### config.mk
export PLATFORM = sky130hd
export DESIGN_NAME = scx_top
export DESIGN_NICKNAME = d
export VERILOG_FILES = /design/src/shared/scx_pkg.sv /design/src/shared/scx_if.sv /design/src/logic/scx_store.sv /design/src/logic/scx_top.sv
export VERILOG_INCLUDE_DIRS = /design/src /design/src/shared
export SDC_FILE = /design/constraint.sdc
export NUM_CORES = 2
export LEC_CHECK = 0
export BUFFER_PORTS_ARGS = -buffer_cell sky130_fd_sc_hd__buf_2
export CELL_PAD_IN_SITES_DETAIL_PLACEMENT = 1
export CELL_PAD_IN_SITES_GLOBAL_PLACEMENT = 1
export CORE_AREA = 2 2 321 323
export CTS_CLUSTER_SIZE = 28
export DETAILED_ROUTE_END_ITERATION = 6
export DIE_AREA = 0 0 323 325
export GPL_TIMING_DRIVEN = 0
export PLACE_DENSITY_LB_ADDON = 0.1
export SLEW_MARGIN = 20
export SYNTH_ARGS = -nofsm -noshare
export SYNTH_HDL_FRONTEND = slang
export SYNTH_SLANG_ARGS = --single-unit
### constraint.sdc
create_clock -name clk_in -period 2.39 [get_ports clk_in]
set_input_delay 0 -clock clk_in [delete_from_list [all_inputs] [get_ports clk_in]]
set_output_delay 0 -clock clk_in [all_outputs]
set_load 0.01 [all_outputs]
### src/shared/scx_params.svh
// Offsets, field positions, passwords and reset values of the calibration transfer block.
`ifndef SCX_PARAMS_SVH
`define SCX_PARAMS_SVH

// ***********************************************
// Word counts and word positions
// ***********************************************
`define SCX_OUT_WORDS 27
`define SCX_IN_WORDS 24
`define SCX_OUT_CMD 0
`define SCX_OUT_DATA 16
`define SCX_OUT_PW 26
`define SCX_IN_STATUS 4
`define SCX_IN_DATA 14

// ***********************************************
// Bit positions
// ***********************************************
`define SCX_CMD_BIT 15
`define SCX_HS_BIT 8
`define SCX_CONF_BIT 9

// ***********************************************
// Passwords
// ***********************************************
`define SCX_PW_WR_SET1 16'h08BE
`define SCX_PW_RD_SET2 16'h08C2
`define SCX_PW_WR_SET2 16'h08C3

// ***********************************************
// Parameter store layout
// ***********************************************
`define SCX_SLOTS 15
`define SCX_SET1_WORDS 10
`define SCX_SET2_WORDS 8
`define SCX_SLOT_MOTION 4'h6
`define SCX_SLOT_FILTER 4'h7
`define SCX_SLOT_AZR 4'h8
`define SCX_SLOT_MOT_CNT 4'hA
`define SCX_SLOT_ZK_POS 4'hB
`define SCX_SLOT_ZK_NEG 4'hC
`define SCX_SLOT_PU_ZERO 4'hD
`define SCX_SLOT_OVL_BLANK 4'hE
`define SCX_SLOT_FORMAT 1
`define SCX_RST_WORD 16'h0000
`define SCX_RST_FORMAT 16'h0001

`endif

### src/shared/scx_pkg.sv
// Types and helper functions of the calibration transfer block.
package scx_pkg;
`include "scx_params.svh"

    typedef logic [15:0] scx_word_t;

    typedef enum logic [1:0] {
        SCX_IDLE = 2'b00,
        SCX_EXEC = 2'b01,
        SCX_COMMIT = 2'b10,
        SCX_HOLD = 2'b11
    } scx_state_t;

    typedef struct packed {
        scx_state_t st;
        logic wr1;
        logic wr2;
        logic cold;
        logic cold1;
        logic cold2;
        logic cold3;
        logic jp1;
        logic jp2;
        logic [`SCX_OUT_WORDS-1:0][15:0] req1;
        logic [`SCX_OUT_WORDS-1:0][15:0] req2;
        logic [`SCX_IN_WORDS-1:0][15:0] rsp;
    } scx_top_st_t;

    typedef struct packed {
        logic [`SCX_SLOTS-1:0][15:0] saved;
        logic [`SCX_SLOTS-1:0][15:0] active;
    } scx_store_st_t;

    // Slot of the store that the i-th word of the second set maps to.
    function automatic logic [3:0] scx_set2_slot(input int i);
        logic [3:0] s;
        s = `SCX_SLOT_MOTION;
        case (i)
            0: s = `SCX_SLOT_MOTION;
            1: s = `SCX_SLOT_MOT_CNT;
            2: s = `SCX_SLOT_FILTER;
            3: s = `SCX_SLOT_AZR;
            4: s = `SCX_SLOT_ZK_POS;
            5: s = `SCX_SLOT_ZK_NEG;
            6: s = `SCX_SLOT_PU_ZERO;
            default: s = `SCX_SLOT_OVL_BLANK;
        endcase
        return s;
    endfunction : scx_set2_slot

    function automatic scx_store_st_t scx_store_reset();
        scx_store_st_t r;
        for (int i = 0; i < `SCX_SLOTS; i++) begin
            r.saved[i] = `SCX_RST_WORD;
            r.active[i] = `SCX_RST_WORD;
        end
        r.saved[`SCX_SLOT_FORMAT] = `SCX_RST_FORMAT;
        r.active[`SCX_SLOT_FORMAT] = `SCX_RST_FORMAT;
        return r;
    endfunction : scx_store_reset
endpackage : scx_pkg

### src/shared/scx_if.sv
// Carrier between the command handler and the parameter store.
`timescale 1ns/100ps
`include "scx_params.svh"
interface scx_if;
    logic wr_set1;
    logic wr_set2;
    logic cold_load;
    logic [`SCX_SET1_WORDS-1:0][15:0] wdata;
    logic [`SCX_SLOTS-1:0][15:0] active;

    modport ctrl (output wr_set1, output wr_set2, output cold_load, output wdata, input active);
    modport store (input wr_set1, input wr_set2, input cold_load, input wdata, output active);
endinterface : scx_if

### src/logic/scx_store.sv
// Parameter store: saved calibration words and the set in effect since the last cold start.
`timescale 1ns/100ps
`include "scx_params.svh"
module scx_store (
    // Clock and reset
    input wire logic clk_in,
    input wire logic rst_n_in,
    // Command handler side
    scx_if.store port_if
);
    import scx_pkg::*;

    scx_store_st_t q;
    scx_store_st_t d;

    // *******************************************
    // Next state
    // *******************************************
    always_comb begin
        d = q;
        if (port_if.wr_set1) begin
            for (int i = 0; i < `SCX_SET1_WORDS; i++) begin
                d.saved[i] = port_if.wdata[i];
            end
        end
        if (port_if.wr_set2) begin
            // Shared slots make the second set overwrite the same motion, filter and zero words.
            for (int i = 0; i < `SCX_SET2_WORDS; i++) begin
                d.saved[scx_set2_slot(i)] = port_if.wdata[i];
            end
        end
        // Saved words reach the working set only at a cold start.
        if (port_if.cold_load) begin
            d.active = q.saved;
        end
    end

    always_ff @(posedge clk_in) begin
        if (!rst_n_in) begin
            q <= scx_store_reset();
        end else begin
            q <= d;
        end
    end

    assign port_if.active = q.active;
endmodule : scx_store

### src/logic/scx_top.sv
// Calibration data transfer command handler on the cyclic process-data words.
`timescale 1ns/100ps
`include "scx_params.svh"
module scx_top (
    // Clock and reset
    input wire logic clk_in,
    input wire logic rst_n_in,
    // Process data written by the host
    input wire logic [`SCX_OUT_WORDS-1:0][15:0] host_output_word_in,
    // Protect jumper, high in the secured position
    input wire logic write_protect_jumper_in,
    // Power-cycle indication, a rising edge loads the saved set
    input wire logic cold_start_in,
    // Process data read by the host
    output logic [`SCX_IN_WORDS-1:0][15:0] host_input_word_out
);
    import scx_pkg::*;

    scx_top_st_t q;
    scx_top_st_t d;
    scx_if store_if ();

    logic cmd;
    logic unlocked;
    scx_word_t pw;

    // *******************************************
    // Parameter store
    // *******************************************
    scx_store u_store (
        .clk_in(clk_in),
        .rst_n_in(rst_n_in),
        .port_if(store_if)
    );

    // The words are held stable by the host for the whole command, so their sync is safe.
    always_comb begin
        for (int i = 0; i < `SCX_SET1_WORDS; i++) begin
            store_if.wdata[i] = q.req2[`SCX_OUT_DATA + i];
        end
    end
    assign store_if.wr_set1 = q.wr1;
    assign store_if.wr_set2 = q.wr2;
    assign store_if.cold_load = q.cold;

    assign cmd = q.req2[`SCX_OUT_CMD][`SCX_CMD_BIT];
    assign pw = q.req2[`SCX_OUT_PW];
    assign unlocked = ~q.jp2;

    // *******************************************
    // Next state
    // *******************************************
    always_comb begin
        d = q;
        d.req1 = host_output_word_in;
        d.req2 = q.req1;
        d.jp1 = write_protect_jumper_in;
        d.jp2 = q.jp1;
        d.cold1 = cold_start_in;
        d.cold2 = q.cold1;
        d.cold3 = q.cold2;
        d.cold = q.cold2 & ~q.cold3;
        d.wr1 = 1'b0;
        d.wr2 = 1'b0;
        unique case (q.st)
            SCX_IDLE: begin
                if (cmd) begin
                    d.rsp[`SCX_IN_STATUS][`SCX_HS_BIT] = 1'b1;
                    d.rsp[`SCX_IN_STATUS][`SCX_CONF_BIT] = 1'b0;
                    d.st = SCX_EXEC;
                end
            end
            SCX_EXEC: begin
                d.st = SCX_COMMIT;
                if (pw == `SCX_PW_WR_SET1) begin
                    d.wr1 = unlocked;
                end else if (pw == `SCX_PW_WR_SET2) begin
                    d.wr2 = unlocked;
                end else if (pw == `SCX_PW_RD_SET2) begin
                    for (int i = 0; i < `SCX_SET2_WORDS; i++) begin
                        d.rsp[`SCX_IN_DATA + i] = store_if.active[scx_set2_slot(i)];
                    end
                    d.rsp[`SCX_IN_DATA + `SCX_SET2_WORDS] = `SCX_RST_WORD;
                    d.rsp[`SCX_IN_DATA + `SCX_SET2_WORDS + 1] = `SCX_RST_WORD;
                end else begin
                    for (int i = 0; i < `SCX_SET1_WORDS; i++) begin
                        d.rsp[`SCX_IN_DATA + i] = store_if.active[i];
                    end
                end
            end
            SCX_COMMIT: begin
                // The store takes the words on this edge, so the confirmation follows the write.
                d.rsp[`SCX_IN_STATUS][`SCX_CONF_BIT] = q.wr1 | q.wr2;
                d.st = SCX_HOLD;
            end
            SCX_HOLD: begin
                if (!cmd) begin
                    d.rsp[`SCX_IN_STATUS][`SCX_HS_BIT] = 1'b0;
                    d.rsp[`SCX_IN_STATUS][`SCX_CONF_BIT] = 1'b0;
                    d.st = SCX_IDLE;
                end
            end
        endcase
    end

    // *******************************************
    // State register
    // *******************************************
    always_ff @(posedge clk_in) begin
        if (!rst_n_in) begin
            q <= '0;
        end else begin
            q <= d;
        end
    end

    assign host_input_word_out = q.rsp;
endmodule : scx_top

==> Word level (Yosys, flattened, before mapping) <==
Cells that the tools add are included.
{ "word_totals": {"register_bits": 1036, "latchBits": 0, "mem_bits_rw": 0, "mem_bits_ro": 0, "inputBits": 436, "out_inout_bits": 384, "word_cells": 220, "mem_count": 0} }
{ "op_classes": {"addsub": 0, "multipliers": 0, "div": 0, "magnitude_cmp": 24, "n_eq_ne": 8, "n_shift": 0, "n_mux": 88, "n_bitwise": 8, "reduce_logical": 17} }
{ "ops": {"columns": ["operator", "n"], "rows": [
  ["$bwmux W240", 8],
  ["$bmux W16 S4", 8],
  ["$demux W16 S4", 8],
  ["$mux W160", 3],
  ["$mux W16", 16],
  ["$mux W4", 40],
  ["$lt A4 B5 Y1 const B", 16],
  ["$eq A16 B12 Y1 const B", 3],
  ["$ge A4 B1 Y1 const B", 8],
  ["$reduce_and A3 Y1", 4],
  ["$logic_and A1 B1 Y1", 8],
  ["$pmux W2 S4", 1],
  ["$not A1 Y1", 6],
  ["$eq A2 B2 Y1 const B", 2],
  ["$mux W2", 2],
  ["$ne A2 B2 Y1 const B", 2],
  ["$reduce_or A4 Y1", 1],
  ["$pmux W1 S3", 1],
  ["$reduce_bool A3 Y1", 1],
  ["$eq A2 B1 Y1 const B", 1],
  ["$logic_not A2 Y1", 1],
  ["$pmux W1 S2", 1],
  ["$reduce_and A2 Y1", 1],
  ["$reduce_bool A2 Y1", 1],
  ["other kinds (2)", 2]
]} }

==> Logic depth before layout (Yosys ltp) <==
{ "depth": {"depth_word": 14, "depth_mapped": 8, "mapped_depth_nobuf": 6} }

==> Modules after synthesis <==
A second synthesis with hierarchy kept.
{ "unflattened": {"cells_unflattened": 3610, "hier_area_um2": 40308.7} }
{ "by_module_without_submodules": {"columns": ["mod", "instances", "cells_each", "area_each_um2", "seq_area_each_um2"], "rows": [
  ["scx_store", 1, 1845, 20880.0, 9609.2],
  ["scx_top", 1, 1765, 19428.6, 10530.1]
]} }

==> Worst setup path after synthesis <==
OpenSTA, ideal clock, no wires.
{ "synth_path": {"path_kind": "reg-to-reg", "start": "register q (netlist bit pw[2])", "end": "register q (netlist bit host_input_word_out[224])", "setup_time_ns": 0.087, "arrival_ns": 1.829, "required_ns": 2.303, "path_slack_ns": 0.474, "path_stages_with_launch": 9, "cell_sequence": "dfxtp_1 -> nand4bb_1 -> or4b_4 -> a21oi_1 -> nor2b_1 -> buf_6 -> buf_6 -> buf_6 -> a221oi_2"} }
{ "synth_via": {"elab_chain_len": 3} }
{ "synth_lines": {"columns": ["item", "line", "source"], "rows": [
  ["start: declaration", "scx_top.sv:19", "scx_top_st_t q;"],
  ["start signal: assignment", "scx_top.sv:111", "q <= '0;"],
  ["start signal: assignment", "scx_top.sv:113", "q <= d;"],
  ["$eq A16 B12 Y1 (no source line)", null, null],
  ["$not A1 Y1 (no source line)", null, null],
  ["$reduce_and A3 Y1 (no source line)", null, null]
]} }
Several ways; a longest one is shown, not always the timed one.
A chain may end at the register's enable or synchronous reset.

==> Worst setup path after layout <==
{ "layout_path": {"start": "register q (netlist bit pw[2])", "end": "register q (netlist bit host_input_word_out[267])"} }
The elaborated chain is that of the path after synthesis.

==> metrics.cfg <==
[outcome]
status=finished clean

[setup_path]
cp_slowest_cell=or3_1
crit_family=simple AND/OR/NAND/NOR gates
cpPeakStageDelay_ps=410
reg2regPathDepth=7
worstSetupStartpointType=register
cp_max_fo=10
path_cells=nand4bb_1 -> or3_1 -> nor3_4 -> buf_12 -> buf_4 -> mux2i_1 -> a221oi_2
critical_path_class=register to register
path_buf_inv=2
required_ps=2920
worst_ep_arrival_time_ps=2840
r2r_slack_ps=80
cp.depth=7
critPathCaptureType=register

[layout]
regArea_sq_um=20100
post-route-util_pct=47.1
fin_area_sq_um=47700
stdcell_count=5889
layout.nets=4868
fillCellCount=11300
drive_gt1_share_pct=23.8
synthToLayoutAreaGrowth_pct=26.8
multi_input_area_sq_um=14400

[die]
placeableCoreArea_sq_um=101000
die_height_microns=325
die_w_microns=323
rows=117
start_util_pct=37.1
io-pin-count=820
design.die.area_sq_um=105000

[sta]
rsz0062_at_grt=yes
worst_pin_slew_ps=1150
period_share_pct=96.5
slew_headroom_pct=23.5
maxSlewViolCount=0
fmax_ghz=0.433
fin_ws_ps=82.7
clock_skew_ps=23.9
fin_setup_tns_ps=0
min_period_ps=2310
hold_ws_ps=59.8
setup_viol=0
hold_viol=0

[clock_network]
clk_latency_ps=680
cts_buffer_depth=3
cts_tree=built
cts-buffers-inserted=108
cts_setup_buffers=0
clk_pin_slew_worst_paths_ps=60
cts-root-buf=clkbuf_16
h-tree-depth=3
cts_sinks=1006

[logic_synthesis]
synth.ff_latch_count=1006
yosysMostFrequentCell=dfxtp_1
ys_types=31
synth_edf_count=0
netlist.area_leader.share_pct=53.5
yosys.area.top_type=dfxtp_1
yosys_warnings=0
synthCells=3575
synth_top_flop_cell=dfxtp_1
synthTopCellsByCount=dfxtp_1, nor2_1, mux2i_1
yosys-top-cells-area=dfxtp_1, mux2i_1, buf_4
async_flop_share_pct=0
netlist_area_sq_um=37600
ys_seq_area_share_pct=53.5
syn_area_per_cell_sq_um=10.5

[global_routing]
antenna_found_initial=11
grt_max_degree=15
grt_pass1_vias=27800
grt_pass1_wl_mm=176
grt-ovfl-total=0
grt_use_total_pct=22.3

[routing]
drt_iter0_drc=1074
routed_wl_mm=119
route.detailed.drc=0
routed_via_density=4.53
first_pass_iters=5
wl_per_cell_microns=20.3
dr_total_vias=26700
drt.antenna.violating_nets=0

[place]
dp_hpwl_mm=87.8
gp_congestion=0.789
dp_cells=5507
pre_cts_ws_ps=-747
port_buffers=342
place_area_sq_um=41900

[min_path]
hold_class=primary input to register
min_path_cells=3

[power_and_ir_drop]
leakage_nw=19.2
power_mw=46.3
power_density_nw_per_um2=971
irDropWorstVdd_mv=0.546

[flow_run]
max_cap_violations=0

==> cell usage in the layout, fill, tap and decap left out, types with 6 or more instances in the layout <==
master / Yosys / routed
dfxtp_1: 1006 / 1006
nor2_1: 659 / 659
mux2i_1: 641 / 630
buf_4: 390 / 386
buf_2: 15 / 361
and2_1: 360 / 360
conb_1: 1 / 222
dlygate4sd3_1: 0 / 180
clkbuf_1: 161 / 163
clkbuf_16: 0 / 111
a221oi_2: 70 / 71
a221oi_1: 58 / 57
a21oi_1: 51 / 51
nand2_1: 39 / 38
nand3_1: 34 / 34
clkbuf_2: 0 / 29
buf_6: 20 / 24
clkbuf_8: 0 / 19
clkinv_2: 0 / 17
bufinv_16: 0 / 16
buf_1: 40 / 15
mux2i_2: 0 / 11
clkdlybuf4s15_2: 0 / 10
clkbuf_4: 0 / 6
==> tightest hold or removal path: cells and delay by family <==
family | cells | cell delay [ps]
buf+inv | 2 | 600
simple gates | 1 | 100
==> final timing paths <==
kind	start	to
min reg2reg	q[1250]	store_if.cold_load
max reg2reg	pw[2]	host_input_word_out[267]
max	pw[2]	host_input_word_out[267]
min	host_output_word_in[311]	d[695]
==> layout make-up <==
class | count | share of cell area, %
diodes | 5 | 0.0262
plain buffers | 624 | 8.69
clock buffers | 159 | 6.60
clock inverters | 40 | 1.30
inverters | 4 | 0.0315
multi-input cells | 2160 | 30.2
flip-flops and latches | 1006 | 42.2
well taps | 1368 | 3.59
repair buffers | 523 | 7.39
==> metal layers <==
| metal | wire length (microns) | vias to the layer above | GRT usage, % |
|---|---|---|---|
| met1 | 54600 | 13000 | 29.2 |
| met3 | 4960 | 171 | 3.84 |
| met5 | 27 | - | 0 |
| met4 | 3280 | 4 | 6.62 |
| met2 | 56500 | 565 | 37.4 |
| li1 | - | 13000 | - |
==> sequential cells by signal (all words and copies together) (netlist names) <==
| register | cells |
|---|---|
| u_store.port_if.active | 240 |
| host_input_word_out | 162 |
| store_if.cold_load | 1 |
| u_store.q | 240 |
| pw | 16 |
| store_if.wr_set1 | 1 |
| d | 180 |
| store_if.wr_set2 | 1 |
| q | 164 |
| cmd | 1 |
==> power breakdown <==
part | total, mW | internal [mW] | switching, mW
logic | 9.32 | 4.34 | 4.99
registers | 19.2 | 18.2 | 1.02
clock network | 17.8 | 10.8 | 6.95
total | 46.3 | 33.4 | 13.0
==> cell families (layout without fill, tap and decap cells) <==
family / after synthesis / in the layout / share of synthesized area (%)
other: 1 / 227 / 0.00997
adders and majority gates: 5 / 5 / 0.166
and+or+nand+nor: 1107 / 1107 / 13.7
DFF: 1006 / 1006 / 53.5
buffers and inverters: 630 / 1350 / 10.6
AOI/OAI and AO/OA: 185 / 185 / 4.91
muxes: 641 / 641 / 17.1
==> timing repair <==
action	CTS	global route
hold buffers	180	0
endpoints found under the hold margin	180	0
setup endpoints to repair	406	200
resized for setup	51	53
pin swaps	1	1
(Power assumes the default switching activity.)
